[config.mk]
export PLATFORM = sky130hd
export DESIGN_NAME = izs_datapath
export DESIGN_NICKNAME = d
export VERILOG_FILES = /design/src/hw/izs_pkg.sv /design/src/hw/izs_datapath.sv
export SDC_FILE = /design/constraint.sdc
export NUM_CORES = 2
export LEC_CHECK = 0
export BUFFER_PORTS_ARGS = -buffer_cell sky130_fd_sc_hd__buf_2
export CORE_ASPECT_RATIO = 1.4
export CORE_MARGIN = 1
export CORE_UTILIZATION = 59
export CTS_BUF_LIST = sky130_fd_sc_hd__clkbuf_4
export CTS_CLUSTER_DIAMETER = 150
export DETAILED_ROUTE_END_ITERATION = 12
export GPL_TIMING_DRIVEN = 0
export HOLD_SLACK_MARGIN = 0.02
export PLACE_DENSITY = 0.82
export SYNTH_ARGS = -nofsm -noshare
export SYNTH_HDL_FRONTEND = slang
export SYNTH_HIERARCHICAL = 1
export SYNTH_SLANG_ARGS = --single-unit
[constraint.sdc]
create_clock -name clk_in -period 15.65 [get_ports clk_in]
set_input_delay 3.13 -clock clk_in [delete_from_list [all_inputs] [get_ports clk_in]]
set_output_delay 3.13 -clock clk_in [all_outputs]
set_load 0.02 [all_outputs]
[src/hw/izs_pkg.sv]
// shared constants and types for the interpolating zero-stuff datapath
package izs_pkg;

  // ****************************************
  // sample format and filter geometry
  // ****************************************
  localparam int                  IZS_DATA_W    = 14;            // sample width, offset binary
  localparam int                  IZS_TAPS      = 43;            // half-band length
  localparam int                  IZS_PAIRS     = 11;            // nonzero symmetric pairs
  localparam int                  IZS_HIST      = 2 * IZS_PAIRS; // input history depth
  localparam int                  IZS_CENTRE    = 10;            // history slot on the centre tap
  localparam int                  IZS_COEF_W    = 16;            // coefficient width
  localparam int                  IZS_COEF_FRAC = 15;            // fraction bits of coefficients
  localparam int                  IZS_ACC_W     = 36;            // accumulator width
  localparam logic [IZS_DATA_W-1:0] IZS_MIDSCALE = 14'h2000;     // msb set, rest clear
  localparam logic [IZS_DATA_W-1:0] IZS_POS_MAX  = 14'h1fff;     // largest signed word
  localparam logic [IZS_DATA_W-1:0] IZS_NEG_MAX  = 14'h2000;     // smallest signed word

  // ****************************************
  // rates and buffering
  // ****************************************
  localparam int IZS_IN_RATE_MSPS   = 160;  // fastest source sample rate
  localparam int IZS_CORE_RATE_MSPS = 400;  // fastest converter update rate
  localparam int IZS_CLK_MHZ        = 10;   // clk_in rate, one core word per edge at most
  localparam int IZS_FIFO_DEPTH     = 32;   // input buffer depth
  localparam int IZS_READY_SLACK    = 3;    // free slots kept for words in flight

  // ****************************************
  // output sequence and state
  // ****************************************
  typedef enum logic [1:0] {
    IZS_IDLE,    // waiting for a buffered sample
    IZS_MID_A,   // midscale after first filter word
    IZS_OUT_B,   // second filter word
    IZS_MID_B    // midscale after second filter word
  } izs_step_t;

  typedef struct packed {
    logic [IZS_HIST-1:0][IZS_DATA_W-1:0] hist;      // input history, slot 0 newest
    izs_step_t                           step;      // output sequence position
    logic [IZS_DATA_W-1:0]               held;      // second filter word waiting
    logic [IZS_DATA_W-1:0]               dac_data;  // word to the converter core
    logic                                dac_valid; // core word pending
    logic [IZS_DATA_W-1:0]               in_data;   // captured input sample
    logic                                in_valid;  // captured sample to push
    logic                                ready;     // advertised room for input
  } izs_state_t;

  localparam izs_state_t IZS_STATE_RST = '0;  // all control clear after reset

endpackage

[src/hw/izs_datapath.sv]
// input buffer, half-band interpolator and zero-stuff sequencer
`timescale 1ns/100ps

// ****************************************
// sample buffer
// ****************************************
module izs_fifo #(
  parameter int WIDTH = 14,
  parameter int DEPTH = 32
) (
  // clock and reset
  input  wire logic                       clk_in,
  input  wire logic                       arst_n_in,
  // filling side
  input  wire logic                       in_valid_in,
  input  wire logic [WIDTH-1:0]           in_data_in,
  output logic                            in_ready_out,
  // draining side
  output logic                            out_valid_out,
  output logic [WIDTH-1:0]                out_data_out,
  input  wire logic                       out_ready_in,
  // fill level
  output logic [$clog2(DEPTH+1)-1:0]      level_out
);
  localparam int PTR_W = $clog2(DEPTH);
  localparam int LVL_W = $clog2(DEPTH+1);
  localparam logic [PTR_W-1:0] PTR_LAST = PTR_W'(DEPTH - 1);
  localparam logic [LVL_W-1:0] LVL_FULL = LVL_W'(DEPTH);

  typedef struct packed {
    logic [PTR_W-1:0] wr;    // write pointer
    logic [PTR_W-1:0] rd;    // read pointer
    logic [LVL_W-1:0] count; // words held
  } izs_fifo_state_t;

  izs_fifo_state_t  s;                  // registered state
  izs_fifo_state_t  next_s;             // next state
  logic [WIDTH-1:0] mem [DEPTH];        // storage, no reset needed
  logic             push;               // word written this edge
  logic             pop;                // word read this edge

  assign in_ready_out  = (s.count != LVL_FULL);
  assign out_valid_out = (s.count != '0);
  assign out_data_out  = mem[s.rd];
  assign level_out     = s.count;
  assign push          = in_valid_in && in_ready_out;
  assign pop           = out_valid_out && out_ready_in;

  // pointer and count update
  always_comb begin
    next_s = s;
    if (push) begin
      next_s.wr = (s.wr == PTR_LAST) ? '0 : s.wr + 1'b1;
    end
    if (pop) begin
      next_s.rd = (s.rd == PTR_LAST) ? '0 : s.rd + 1'b1;
    end
    next_s.count = s.count + LVL_W'(push) - LVL_W'(pop);
  end

  // state register
  always_ff @(posedge clk_in or negedge arst_n_in) begin
    if (!arst_n_in) begin
      s <= '0;
    end else begin
      s <= next_s;
    end
  end

  // storage write
  always_ff @(posedge clk_in) begin
    if (push) begin
      mem[s.wr] <= in_data_in;
    end
  end

  // a full buffer never takes a word
  full_refuse_a: assert property (@(posedge clk_in) disable iff (!arst_n_in)
    (s.count == LVL_FULL) |-> !in_ready_out)
    else $error("buffer ready while full");

endmodule

// ****************************************
// interpolating datapath top
// ****************************************
module izs_datapath
  import izs_pkg::*;
#(
  parameter int                            FIFO_DEPTH  = izs_pkg::IZS_FIFO_DEPTH,
  parameter logic signed [izs_pkg::IZS_COEF_W-1:0] CENTRE_COEF = 16'sh4000,
  parameter logic signed [izs_pkg::IZS_COEF_W-1:0] PAIR_COEF [izs_pkg::IZS_PAIRS] =
    '{default: 16'sh0800}
) (
  // clock and reset
  input  wire logic                         clk_in,
  input  wire logic                         arst_n_in,
  // sample source
  input  wire logic                         sample_valid_in,
  input  wire logic [izs_pkg::IZS_DATA_W-1:0] sample_in,
  output logic                              sample_ready_out,
  // static mode pins
  input  wire logic                         filter_response_select_in,
  input  wire logic                         zero_stuff_enable_in,
  // clock divider control
  input  wire logic                         clk_mult_enable_in,
  input  wire logic                         div_reset_in,
  // converter core
  output logic                              dac_valid_out,
  output logic [izs_pkg::IZS_DATA_W-1:0]    dac_data_out,
  input  wire logic                         dac_ready_in
);
  import izs_pkg::*;

  localparam int LVL_W = $clog2(FIFO_DEPTH+1);
  localparam logic [LVL_W-1:0] READY_LEVEL = LVL_W'(FIFO_DEPTH - IZS_READY_SLACK);

  izs_state_t                          s;            // registered state
  izs_state_t                          next_s;       // next state
  logic                                f_in_ready;   // buffer room
  logic                                f_out_valid;  // buffered sample present
  logic [IZS_DATA_W-1:0]               f_out_data;   // oldest buffered sample
  logic [LVL_W-1:0]                    f_level;      // buffer fill
  logic                                pop;          // sample taken by filter
  logic                                adv;          // core slot free
  logic [IZS_HIST-1:0][IZS_DATA_W-1:0] hist_sh;      // history with new sample
  logic signed [IZS_COEF_W-1:0]        centre_coef;  // mode dependent centre tap
  logic signed [IZS_ACC_W-1:0]         pair_term [IZS_PAIRS]; // weighted pair sums
  logic signed [IZS_ACC_W-1:0]         acc_b;        // odd phase sum
  logic signed [IZS_ACC_W-1:0]         acc_a;        // centre phase product
  logic                                div_clear;    // sequencer realign
  logic [IZS_DATA_W-1:0]               word_a;       // first filter word of a sample

  // offset binary to two's complement
  function automatic logic signed [IZS_DATA_W-1:0] to_signed(input logic [IZS_DATA_W-1:0] w);
    return signed'({~w[IZS_DATA_W-1], w[IZS_DATA_W-2:0]});
  endfunction

  // scale, saturate and return to offset binary
  function automatic logic [IZS_DATA_W-1:0] to_word(input logic signed [IZS_ACC_W-1:0] acc);
    logic signed [IZS_ACC_W-1:0] sh;
    logic        [IZS_DATA_W-1:0] w;
    sh = acc >>> IZS_COEF_FRAC;
    if (sh > IZS_ACC_W'(signed'(IZS_POS_MAX))) begin
      w = IZS_POS_MAX;
    end else if (sh < -IZS_ACC_W'(signed'({1'b0, IZS_NEG_MAX}))) begin
      w = IZS_NEG_MAX;
    end else begin
      w = sh[IZS_DATA_W-1:0];
    end
    return {~w[IZS_DATA_W-1], w[IZS_DATA_W-2:0]};
  endfunction

  // ****************************************
  // input buffer
  // ****************************************
  izs_fifo #(
    .WIDTH (IZS_DATA_W),
    .DEPTH (FIFO_DEPTH)
  ) u_fifo (
    .clk_in        (clk_in),
    .arst_n_in     (arst_n_in),
    .in_valid_in   (s.in_valid),
    .in_data_in    (s.in_data),
    .in_ready_out  (f_in_ready),
    .out_valid_out (f_out_valid),
    .out_data_out  (f_out_data),
    .out_ready_in  (pop),
    .level_out     (f_level)
  );

  // ****************************************
  // half-band arithmetic
  // ****************************************
  // only the centre sign follows the mode; odd taps stay as they are
  assign centre_coef = filter_response_select_in ? -CENTRE_COEF : CENTRE_COEF;

  // history as it will be once the new sample is shifted in
  always_comb begin
    hist_sh[0] = f_out_data;
    for (int i = 1; i < IZS_HIST; i++) begin
      hist_sh[i] = s.hist[i-1];
    end
  end

  // symmetric pairs share one multiplier each
  for (genvar k = 0; k < IZS_PAIRS; k++) begin : g_pair
    logic signed [IZS_DATA_W:0] pair_sum; // pre-added mirror samples
    // widen each signed operand first so negative samples keep their sign
    assign pair_sum = (IZS_DATA_W+1)'(to_signed(hist_sh[k])) +
                      (IZS_DATA_W+1)'(to_signed(hist_sh[IZS_HIST-1-k]));
    assign pair_term[k] = IZS_ACC_W'(pair_sum * PAIR_COEF[k]);
  end

  // sum of odd phase and centre product
  always_comb begin
    acc_b = '0;
    for (int k = 0; k < IZS_PAIRS; k++) begin
      acc_b = acc_b + pair_term[k];
    end
    acc_a = IZS_ACC_W'(to_signed(hist_sh[IZS_CENTRE]) * centre_coef);
  end

  // first word of each sample, shared by the sequencer and its check
  assign word_a = to_word(acc_a);

  // ****************************************
  // capture and output sequencer
  // ****************************************
  assign adv       = !s.dac_valid || dac_ready_in;
  assign div_clear = div_reset_in && !clk_mult_enable_in;

  always_comb begin
    next_s = s;
    pop    = 1'b0;
    // input latch takes a word on any edge it is offered and accepted
    next_s.in_valid = sample_valid_in && s.ready;
    if (sample_valid_in && s.ready) begin
      next_s.in_data = sample_in;
    end
    // conservative room check covers the words already in flight
    next_s.ready = (f_level <= READY_LEVEL);
    if (adv) begin
      next_s.dac_valid = 1'b0;
    end
    // both mode pins are read on their own; any pairing is legal
    case (s.step)
      IZS_IDLE: begin
        // a realign edge pops nothing, so no buffered sample is lost
        if (adv && f_out_valid && !div_clear) begin
          pop              = 1'b1;
          next_s.hist      = hist_sh;
          next_s.dac_data  = word_a;
          next_s.held      = to_word(acc_b);
          next_s.dac_valid = 1'b1;
          next_s.step      = zero_stuff_enable_in ? IZS_MID_A : IZS_OUT_B;
        end
      end
      IZS_MID_A: begin
        if (adv) begin
          next_s.dac_data  = IZS_MIDSCALE;
          next_s.dac_valid = 1'b1;
          next_s.step      = IZS_OUT_B;
        end
      end
      IZS_OUT_B: begin
        if (adv) begin
          next_s.dac_data  = s.held;
          next_s.dac_valid = 1'b1;
          next_s.step      = zero_stuff_enable_in ? IZS_MID_B : IZS_IDLE;
        end
      end
      IZS_MID_B: begin
        if (adv) begin
          next_s.dac_data  = IZS_MIDSCALE;
          next_s.dac_valid = 1'b1;
          next_s.step      = IZS_IDLE;
        end
      end
      default: begin
        next_s.step = IZS_IDLE;
      end
    endcase
    // realign drops the half-done sample so phase restarts at the first word
    if (div_clear) begin
      next_s.step      = IZS_IDLE;
      next_s.dac_valid = 1'b0;
    end
  end

  // state register
  always_ff @(posedge clk_in or negedge arst_n_in) begin
    if (!arst_n_in) begin
      s <= IZS_STATE_RST;
    end else begin
      s <= next_s;
    end
  end

  assign sample_ready_out = s.ready;
  assign dac_valid_out    = s.dac_valid;
  assign dac_data_out     = s.dac_data;

  // ****************************************
  // checks
  // ****************************************
  input_capture_a: assert property (@(posedge clk_in) disable iff (!arst_n_in)
    (sample_valid_in && sample_ready_out) |=> (s.in_valid && s.in_data == $past(sample_in)))
    else $error("accepted sample not captured");

  buffer_no_drop_a: assert property (@(posedge clk_in) disable iff (!arst_n_in)
    s.in_valid |-> f_in_ready)
    else $error("captured sample met a full buffer");

  first_word_a: assert property (@(posedge clk_in) disable iff (!arst_n_in)
    (pop && !div_clear) |=> (dac_valid_out && dac_data_out == $past(word_a)))
    else $error("first filter word missing");

  stuff_order_a: assert property (@(posedge clk_in) disable iff (!arst_n_in)
    (pop && zero_stuff_enable_in && !div_clear) |=> (s.step == IZS_MID_A))
    else $error("stuffing did not follow first word");

  midscale_word_a: assert property (@(posedge clk_in) disable iff (!arst_n_in)
    ((s.step == IZS_MID_A || s.step == IZS_MID_B) && adv && !div_clear)
      |=> (dac_valid_out && dac_data_out == IZS_MIDSCALE))
    else $error("inserted word not midscale");

  bypass_order_a: assert property (@(posedge clk_in) disable iff (!arst_n_in)
    (pop && !zero_stuff_enable_in && !div_clear) |=> (s.step == IZS_OUT_B))
    else $error("bypass mode inserted a word");

  centre_sign_a: assert property (@(posedge clk_in) disable iff (!arst_n_in)
    filter_response_select_in |->
      (acc_a == -IZS_ACC_W'(to_signed(hist_sh[IZS_CENTRE]) * CENTRE_COEF)))
    else $error("high-pass centre tap not negated");

  div_realign_a: assert property (@(posedge clk_in) disable iff (!arst_n_in)
    div_clear |=> (s.step == IZS_IDLE && !dac_valid_out))
    else $error("divider reset did not realign");

endmodule

### Yosys cells after proc, flatten, opt, wreduce, memory -nomap -nowiden

Memory sizes are Yosys's and may differ from the RTL's.
Index checks and enable logic that the tools add are counted.

| operators by class | value |
|---|---|
| eq/ne operators | 13 |
| mux-type cells | 26 |
| multipliers | 1 |
| bitwise operators | 24 |
| reduce and logical (&&, ||, !) cells | 16 |
| add/sub/neg operators | 25 |
| order comparisons | 5 |

Operator list:

| operator | count |
|---|---|
| 14-bit by 14-bit adder with 15-bit output | 11 |
| 14-bit 2-to-1 mux | 6 |
| 15-bit one-hot mux with 3 select lines | 1 |
| 35-bit by 26-bit adder with 36-bit output | 1 |
| 34-bit by 26-bit adder with 35-bit output | 1 |
| 33-bit by 26-bit adder with 34-bit output | 1 |
| 32-bit by 26-bit adder with 33-bit output | 1 |
| 31-bit by 26-bit adder with 32-bit output | 1 |
| 30-bit by 26-bit adder with 31-bit output | 1 |
| 31-bit 2-to-1 mux | 1 |
| 29-bit by 26-bit adder with 30-bit output | 1 |
| 14-bit by 16-bit multiplier with 30-bit output | 1 |
| 15-bit 2-to-1 mux | 2 |
| 28-bit by 26-bit adder with 29-bit output | 1 |
| 27-bit by 26-bit adder with 28-bit output | 1 |
| 26-bit by 26-bit adder with 27-bit output | 1 |
| 1-bit inverter | 24 |
| 21-bit by 14-bit greater-than comparator with 1-bit output (second input constant) | 1 |
| 21-bit by 14-bit < comparator with 1-bit output (second input constant) | 1 |
| 16-bit 2-to-1 mux | 1 |
| 15-bit by 14-bit greater-than comparator with 1-bit output (second input constant) | 1 |
| 15-bit by 14-bit < comparator with 1-bit output (second input constant) | 1 |
| 2-bit 2-to-1 mux | 6 |
| 3-bit != test (second input constant) | 4 |
| other kinds (22) | 39 |

| storage, ports and cells | value |
|---|---|
| memories | 1 |
| word-level logic and storage cells | 142 |
| output and inout bits | 16 |
| input port bits | 22 |
| register bits | 357 |
| memory bits (writable) | 448 |

Memory list:

| name | words | bits a word | rd ports | clocked after Yosys merged registers in | write ports | line | RTL |
|---|---|---|---|---|---|---|---|
| u_fifo.mem | 32 | 14 | 1 | 0 | 1 | izs_datapath.sv:38 | `logic [WIDTH-1:0] mem [DEPTH];` |

### Longest topological paths before layout

An unclocked memory read counts as a cell.

| depth | value |
|---|---|
| depth in word-level cells | 22 |
| mapped depth | 38 |
| mapped depth without buffers | 33 |

### Hierarchy

The synthesis kept the hierarchy.

By module, submodules not included:

| module | area each (um2) | cells an instance | seq. area each (um2) | times used |
|---|---|---|---|---|
| izs_datapath | 25902.3 | 2874 | 8533.2 | 1 |
| izs_fifo | 18205.0 | 891 | 13853.3 | 1 |

### Worst setup path before layout

OpenSTA, ideal clock, no wires.

| timing | value |
|---|---|
| path type | input -> register |
| start point | input filter_response_select_in |
| end point | register s (netlist bit dac_data_out[10]) |
| data required time | 15.514 ns |
| stages on the path | 20 |
| setup time | 0.136 ns |
| arrival | 8.816 ns |
| buffers on the path | 2 |
| path slack | 6.698 ns |
| cells stage by stage | clkbuf_1 > and2_1 > fa_1 > fa_1 > inv_1 > fa_1 > fa_1 > inv_1 > fa_1 > fa_1 > ha_1 > a21o_1 > a21o_1 > a31oi_1 > o21ai_0 > xnor2_1 > inv_1 > o21ai_0 > clkbuf_1 > o21ai_0 |

| on the way | value |
|---|---|
| cells in the longest elaborated chain, start to end | 7 |
| elaborated cells on any way between the ends | 8 |
| those cells by class | mul: 1; order compare: 2; mux: 5 |

Ends and longest elaborated chain:

| what | line | RTL |
|---|---|---|
| from (decl) | izs_datapath.sv:103 | `input wire logic filter_response_select_in,` |
| 16-bit 2-to-1 mux (*) | izs_datapath.sv:176 | `assign centre_coef = filter_response_select_in ? -CENTRE_COEF : CENTRE_COEF;` |
| 14-bit by 16-bit multiplier with 30-bit output (*) | izs_datapath.sv:201 | `acc_a = IZS_ACC_W'(to_signed(hist_sh[IZS_CENTRE]) * centre_coef);` |
| 15-bit by 14-bit < comparator with 1-bit output | izs_datapath.sv:146 | `end else if (sh < -IZS_ACC_W'(signed'({1'b0, IZS_NEG_MAX}))) begin` |
| 14-bit 2-to-1 mux | izs_datapath.sv:146 |  |
| 14-bit 2-to-1 mux (*) | izs_datapath.sv:144 | `if (sh > IZS_ACC_W'(signed'(IZS_POS_MAX))) begin` |
| 31-bit 2-to-1 mux (*) | izs_datapath.sv:230 | `if (adv && f_out_valid && !div_clear) begin` |
| 15-bit one-hot mux with 3 select lines (*) | izs_datapath.sv:227 | `case (s.step)` |
| to (signal assigned) | izs_datapath.sv:276 | `s <= next_s;` |
| to (decl) | izs_datapath.sv:118 | `izs_state_t s;` |

Every way passes the cells marked *; elsewhere a longest branch is shown, timed or not. The select of a mux whose other input is x is not followed.
A chain may end at the register's enable or synchronous reset.

### Worst setup path in the final report

| timing | value |
|---|---|
| start point | register u_fifo/s[8] (netlist name) |
| end point | register s[32] (netlist name) |

| on the way | value |
|---|---|
| elaborated cells on any way between the ends | 19 |
| those cells by class | add/sub: 11; order compare: 2; mux: 4; bitwise: 1; memory: 1 |

RTL lines:

| what | line | RTL |
|---|---|---|
| from (decl) | izs_datapath.sv:36 | `izs_fifo_state_t s;` |
| from (signal assigned) | izs_datapath.sv:66 | `s <= next_s;` |
| memory 32 x 14 bit (*) | - |  |
| via f_out_data[4] | izs_datapath.sv:122 | `logic [IZS_DATA_W-1:0] f_out_data;` |
| 14-bit by 14-bit adder with 15-bit output (*) | izs_datapath.sv:190 | `assign pair_sum = (IZS_DATA_W+1)'(to_signed(hist_sh[k])) +` |
| 26-bit by 26-bit adder with 27-bit output (*) | izs_datapath.sv:199 | `acc_b = acc_b + pair_term[k];` |
| 27-bit by 26-bit adder with 28-bit output (*) | izs_datapath.sv:199 |  |
| 28-bit by 26-bit adder with 29-bit output (*) | izs_datapath.sv:199 |  |
| 29-bit by 26-bit adder with 30-bit output (*) | izs_datapath.sv:199 |  |
| 30-bit by 26-bit adder with 31-bit output (*) | izs_datapath.sv:199 |  |
| [... 2 more ...] | - |  |
| 33-bit by 26-bit adder with 34-bit output (*) | izs_datapath.sv:199 |  |
| 34-bit by 26-bit adder with 35-bit output (*) | izs_datapath.sv:199 |  |
| 35-bit by 26-bit adder with 36-bit output (*) | izs_datapath.sv:199 |  |
| 21-bit by 14-bit < comparator with 1-bit output | izs_datapath.sv:146 |  |
| 14-bit 2-to-1 mux | izs_datapath.sv:146 |  |
| 14-bit 2-to-1 mux (*) | izs_datapath.sv:144 |  |
| 14-bit 2-to-1 mux (*) | izs_datapath.sv:230 |  |
| 14-bit 2-to-1 mux (*) | izs_datapath.sv:227 |  |

Mark *: on every way through the listed nets, which the timed path passes. The rest lies on a longest branch. The select of a mux whose other input is x is not followed.

==> out/results.txt <==
outcome -> complete, but fails checks
failing checks -> capacitance limit, slew limit
CTS Buf Count -> 193
final antenna-violating net count -> 0
postcts setup bufs -> 0
Worst-Margin Slew -> 1.60 ns
IO Count -> 38
initial antenna violation count -> 2
Fin. Hold Viols -> 0
fraction of layout instances using a drive strength above 1 -> 12.8%
row count -> 118
gr ovfl total -> 0
crit share post-route -> 71.0%
# port buffers -> 37
number of global-route vias before repair -> 30888
slew margin rel. -> -6.94%
initial DRC count -> 2230
WHS -> 0.484 ns
first-pass GRT wire length -> 170000 µm
Max Root-Sink Buffers -> 3
Starting Density -> 59.6%
Avg WL per Cell -> 21.5 µm
total core area -> 74000 µm²
hold buffers post-CTS -> 0
Area Growth Syn to Fin -> 9.08%
Ys Warns -> 6
Sink Count -> 805
crit path launch type -> flop
H-tree Lvls -> 4
f_max -> 90.0 MHz
worst skew pair latency -> 1.12 ns
max-cap violations -> 2
Setup Crit Path Kind -> flop to flop
non-filler instance count after layout -> 5112
clock tree root driver cell -> clkbuf_4
Die W -> 233 µm
largest net degree at the start of global routing -> 118
Hold Path Class -> flop to flop
Most Frequent Cell on Critical Path -> fa_1
post-synthesis cell area -> 44100 µm²
final core utilization -> 65.0%
Die ar. -> 75900 µm²
Net Count, Synth -> 4240
Post-CTS Resized -> 0
Crit Path Max Fanout -> 10
worst path bufs/invs -> 5
WL final -> 110000 µm
CP delay by family, top -> compound AO/OA/AOI/OAI gates
via count -> 29986
most common cell after layout, fill and taps aside -> nand2_1
die span in y -> 325 µm
clk_skew -> 0.0690 ns
total track usage -> 29.8%
CP max stage cell -> a2111oi_1
# setup viols final -> 0
Worst-path clk slew -> 0.07 ns
Data required, critical path -> 16.67 ns
CP Capture Type -> flop
CP max stage delay -> 1.38 ns
most frequent cells in the layout -> nand2_1, edfxtp_1, dfrtp_1
DP HPWL -> 82100 µm
average size of a mapped cell -> 11.7 µm²
DR pass1 iterations -> 8
crit path time final -> 11.11 ns
Final #Nets -> 4481
Placed Instances -> 4764
RSZ-0062 raised after global routing -> false
Hold Crit Start -> hist_sh[305]
CTS tree -> built
Worst Path Arrival -> 12.13 ns
post-route DRC violation count -> 0
placer congestion estimate -> 0.982
fin. max-slew vios -> 4
Synth Instances -> 3764
Setup crit start -> u_fifo/s[8]
Sum Neg Setup Slack -> 0 ns
Reg2Reg Launch Point -> u_fifo/s[8]
Fillers -> 5405
Vias/cell -> 5.87
==> stage by stage <==
step	instance area, µm²	setup slack, ns
4_1_cts	48000	4.77
6_report	48100	4.54
3_5_place_dp	45600	4.78
5_1_grt	48100	4.37
2_1_floorplan	44100	6.70
3_3_place_gp	45500	4.48
==> path summary, 6_finish.rpt <==
path                            slack [ns]  cells after the start      endpoint
worst max-delay path                  4.54                     30         s[32]
max in group asynchronous            11.86                      4   hist_sh[50]
min in group asynchronous             1.94                      1  hist_sh[148]
worst min register to register        0.48                      2  hist_sh[305]
worst max register to register        4.54                     30         s[32]
worst min-delay path                  0.48                      2  hist_sh[305]
==> worst reg2reg max path, delay by kind of cell (launching register included) <==
kind	cells	cell delay [ns]
flops	1	0.37
simple gates	7	1.90
buf+inv	5	1.23
mux	1	0.43
compound gates	10	3.61
fa+ha+maj	7	3.51
==> area by class of cell <==
class | instances | area, µm² | area share (%)
Clock inverter | 54 | 312 | 0.648
Antenna cell | 7 | 17.5 | 0.0364
Buffer | 144 | 719 | 1.50
Sequential cell | 805 | 22400 | 46.5
Clock buffer | 281 | 2110 | 4.39
Timing Repair Buffer | 46 | 347 | 0.720
Inverter | 308 | 1160 | 2.40
Tap cell | 960 | 1200 | 2.50
Multi-Input combinational cell | 2507 | 19900 | 41.3
==> routing by layer <==
metal  track usage, %  up-vias  wire, µm
met3             5.84      399      6230
li1                 -    13572         -
met5                0        -         0
met1             32.6    14818     38300
met4             23.0        0      9110
met2             50.7     1197     56200
==> registers in the layout (all words and copies together), names as in the netlist <==
name,cells
sample_ready_out,1
u_fifo/s,10
hist_sh,294
dac_valid_out,1
dac_data_out,14
s,31
u_fifo/mem,448
u_fifo/level_out,6
Power is left out: the tool's default activity adds up to more than one toggle a clock period on the data nets, which glitch-free logic cannot reach.
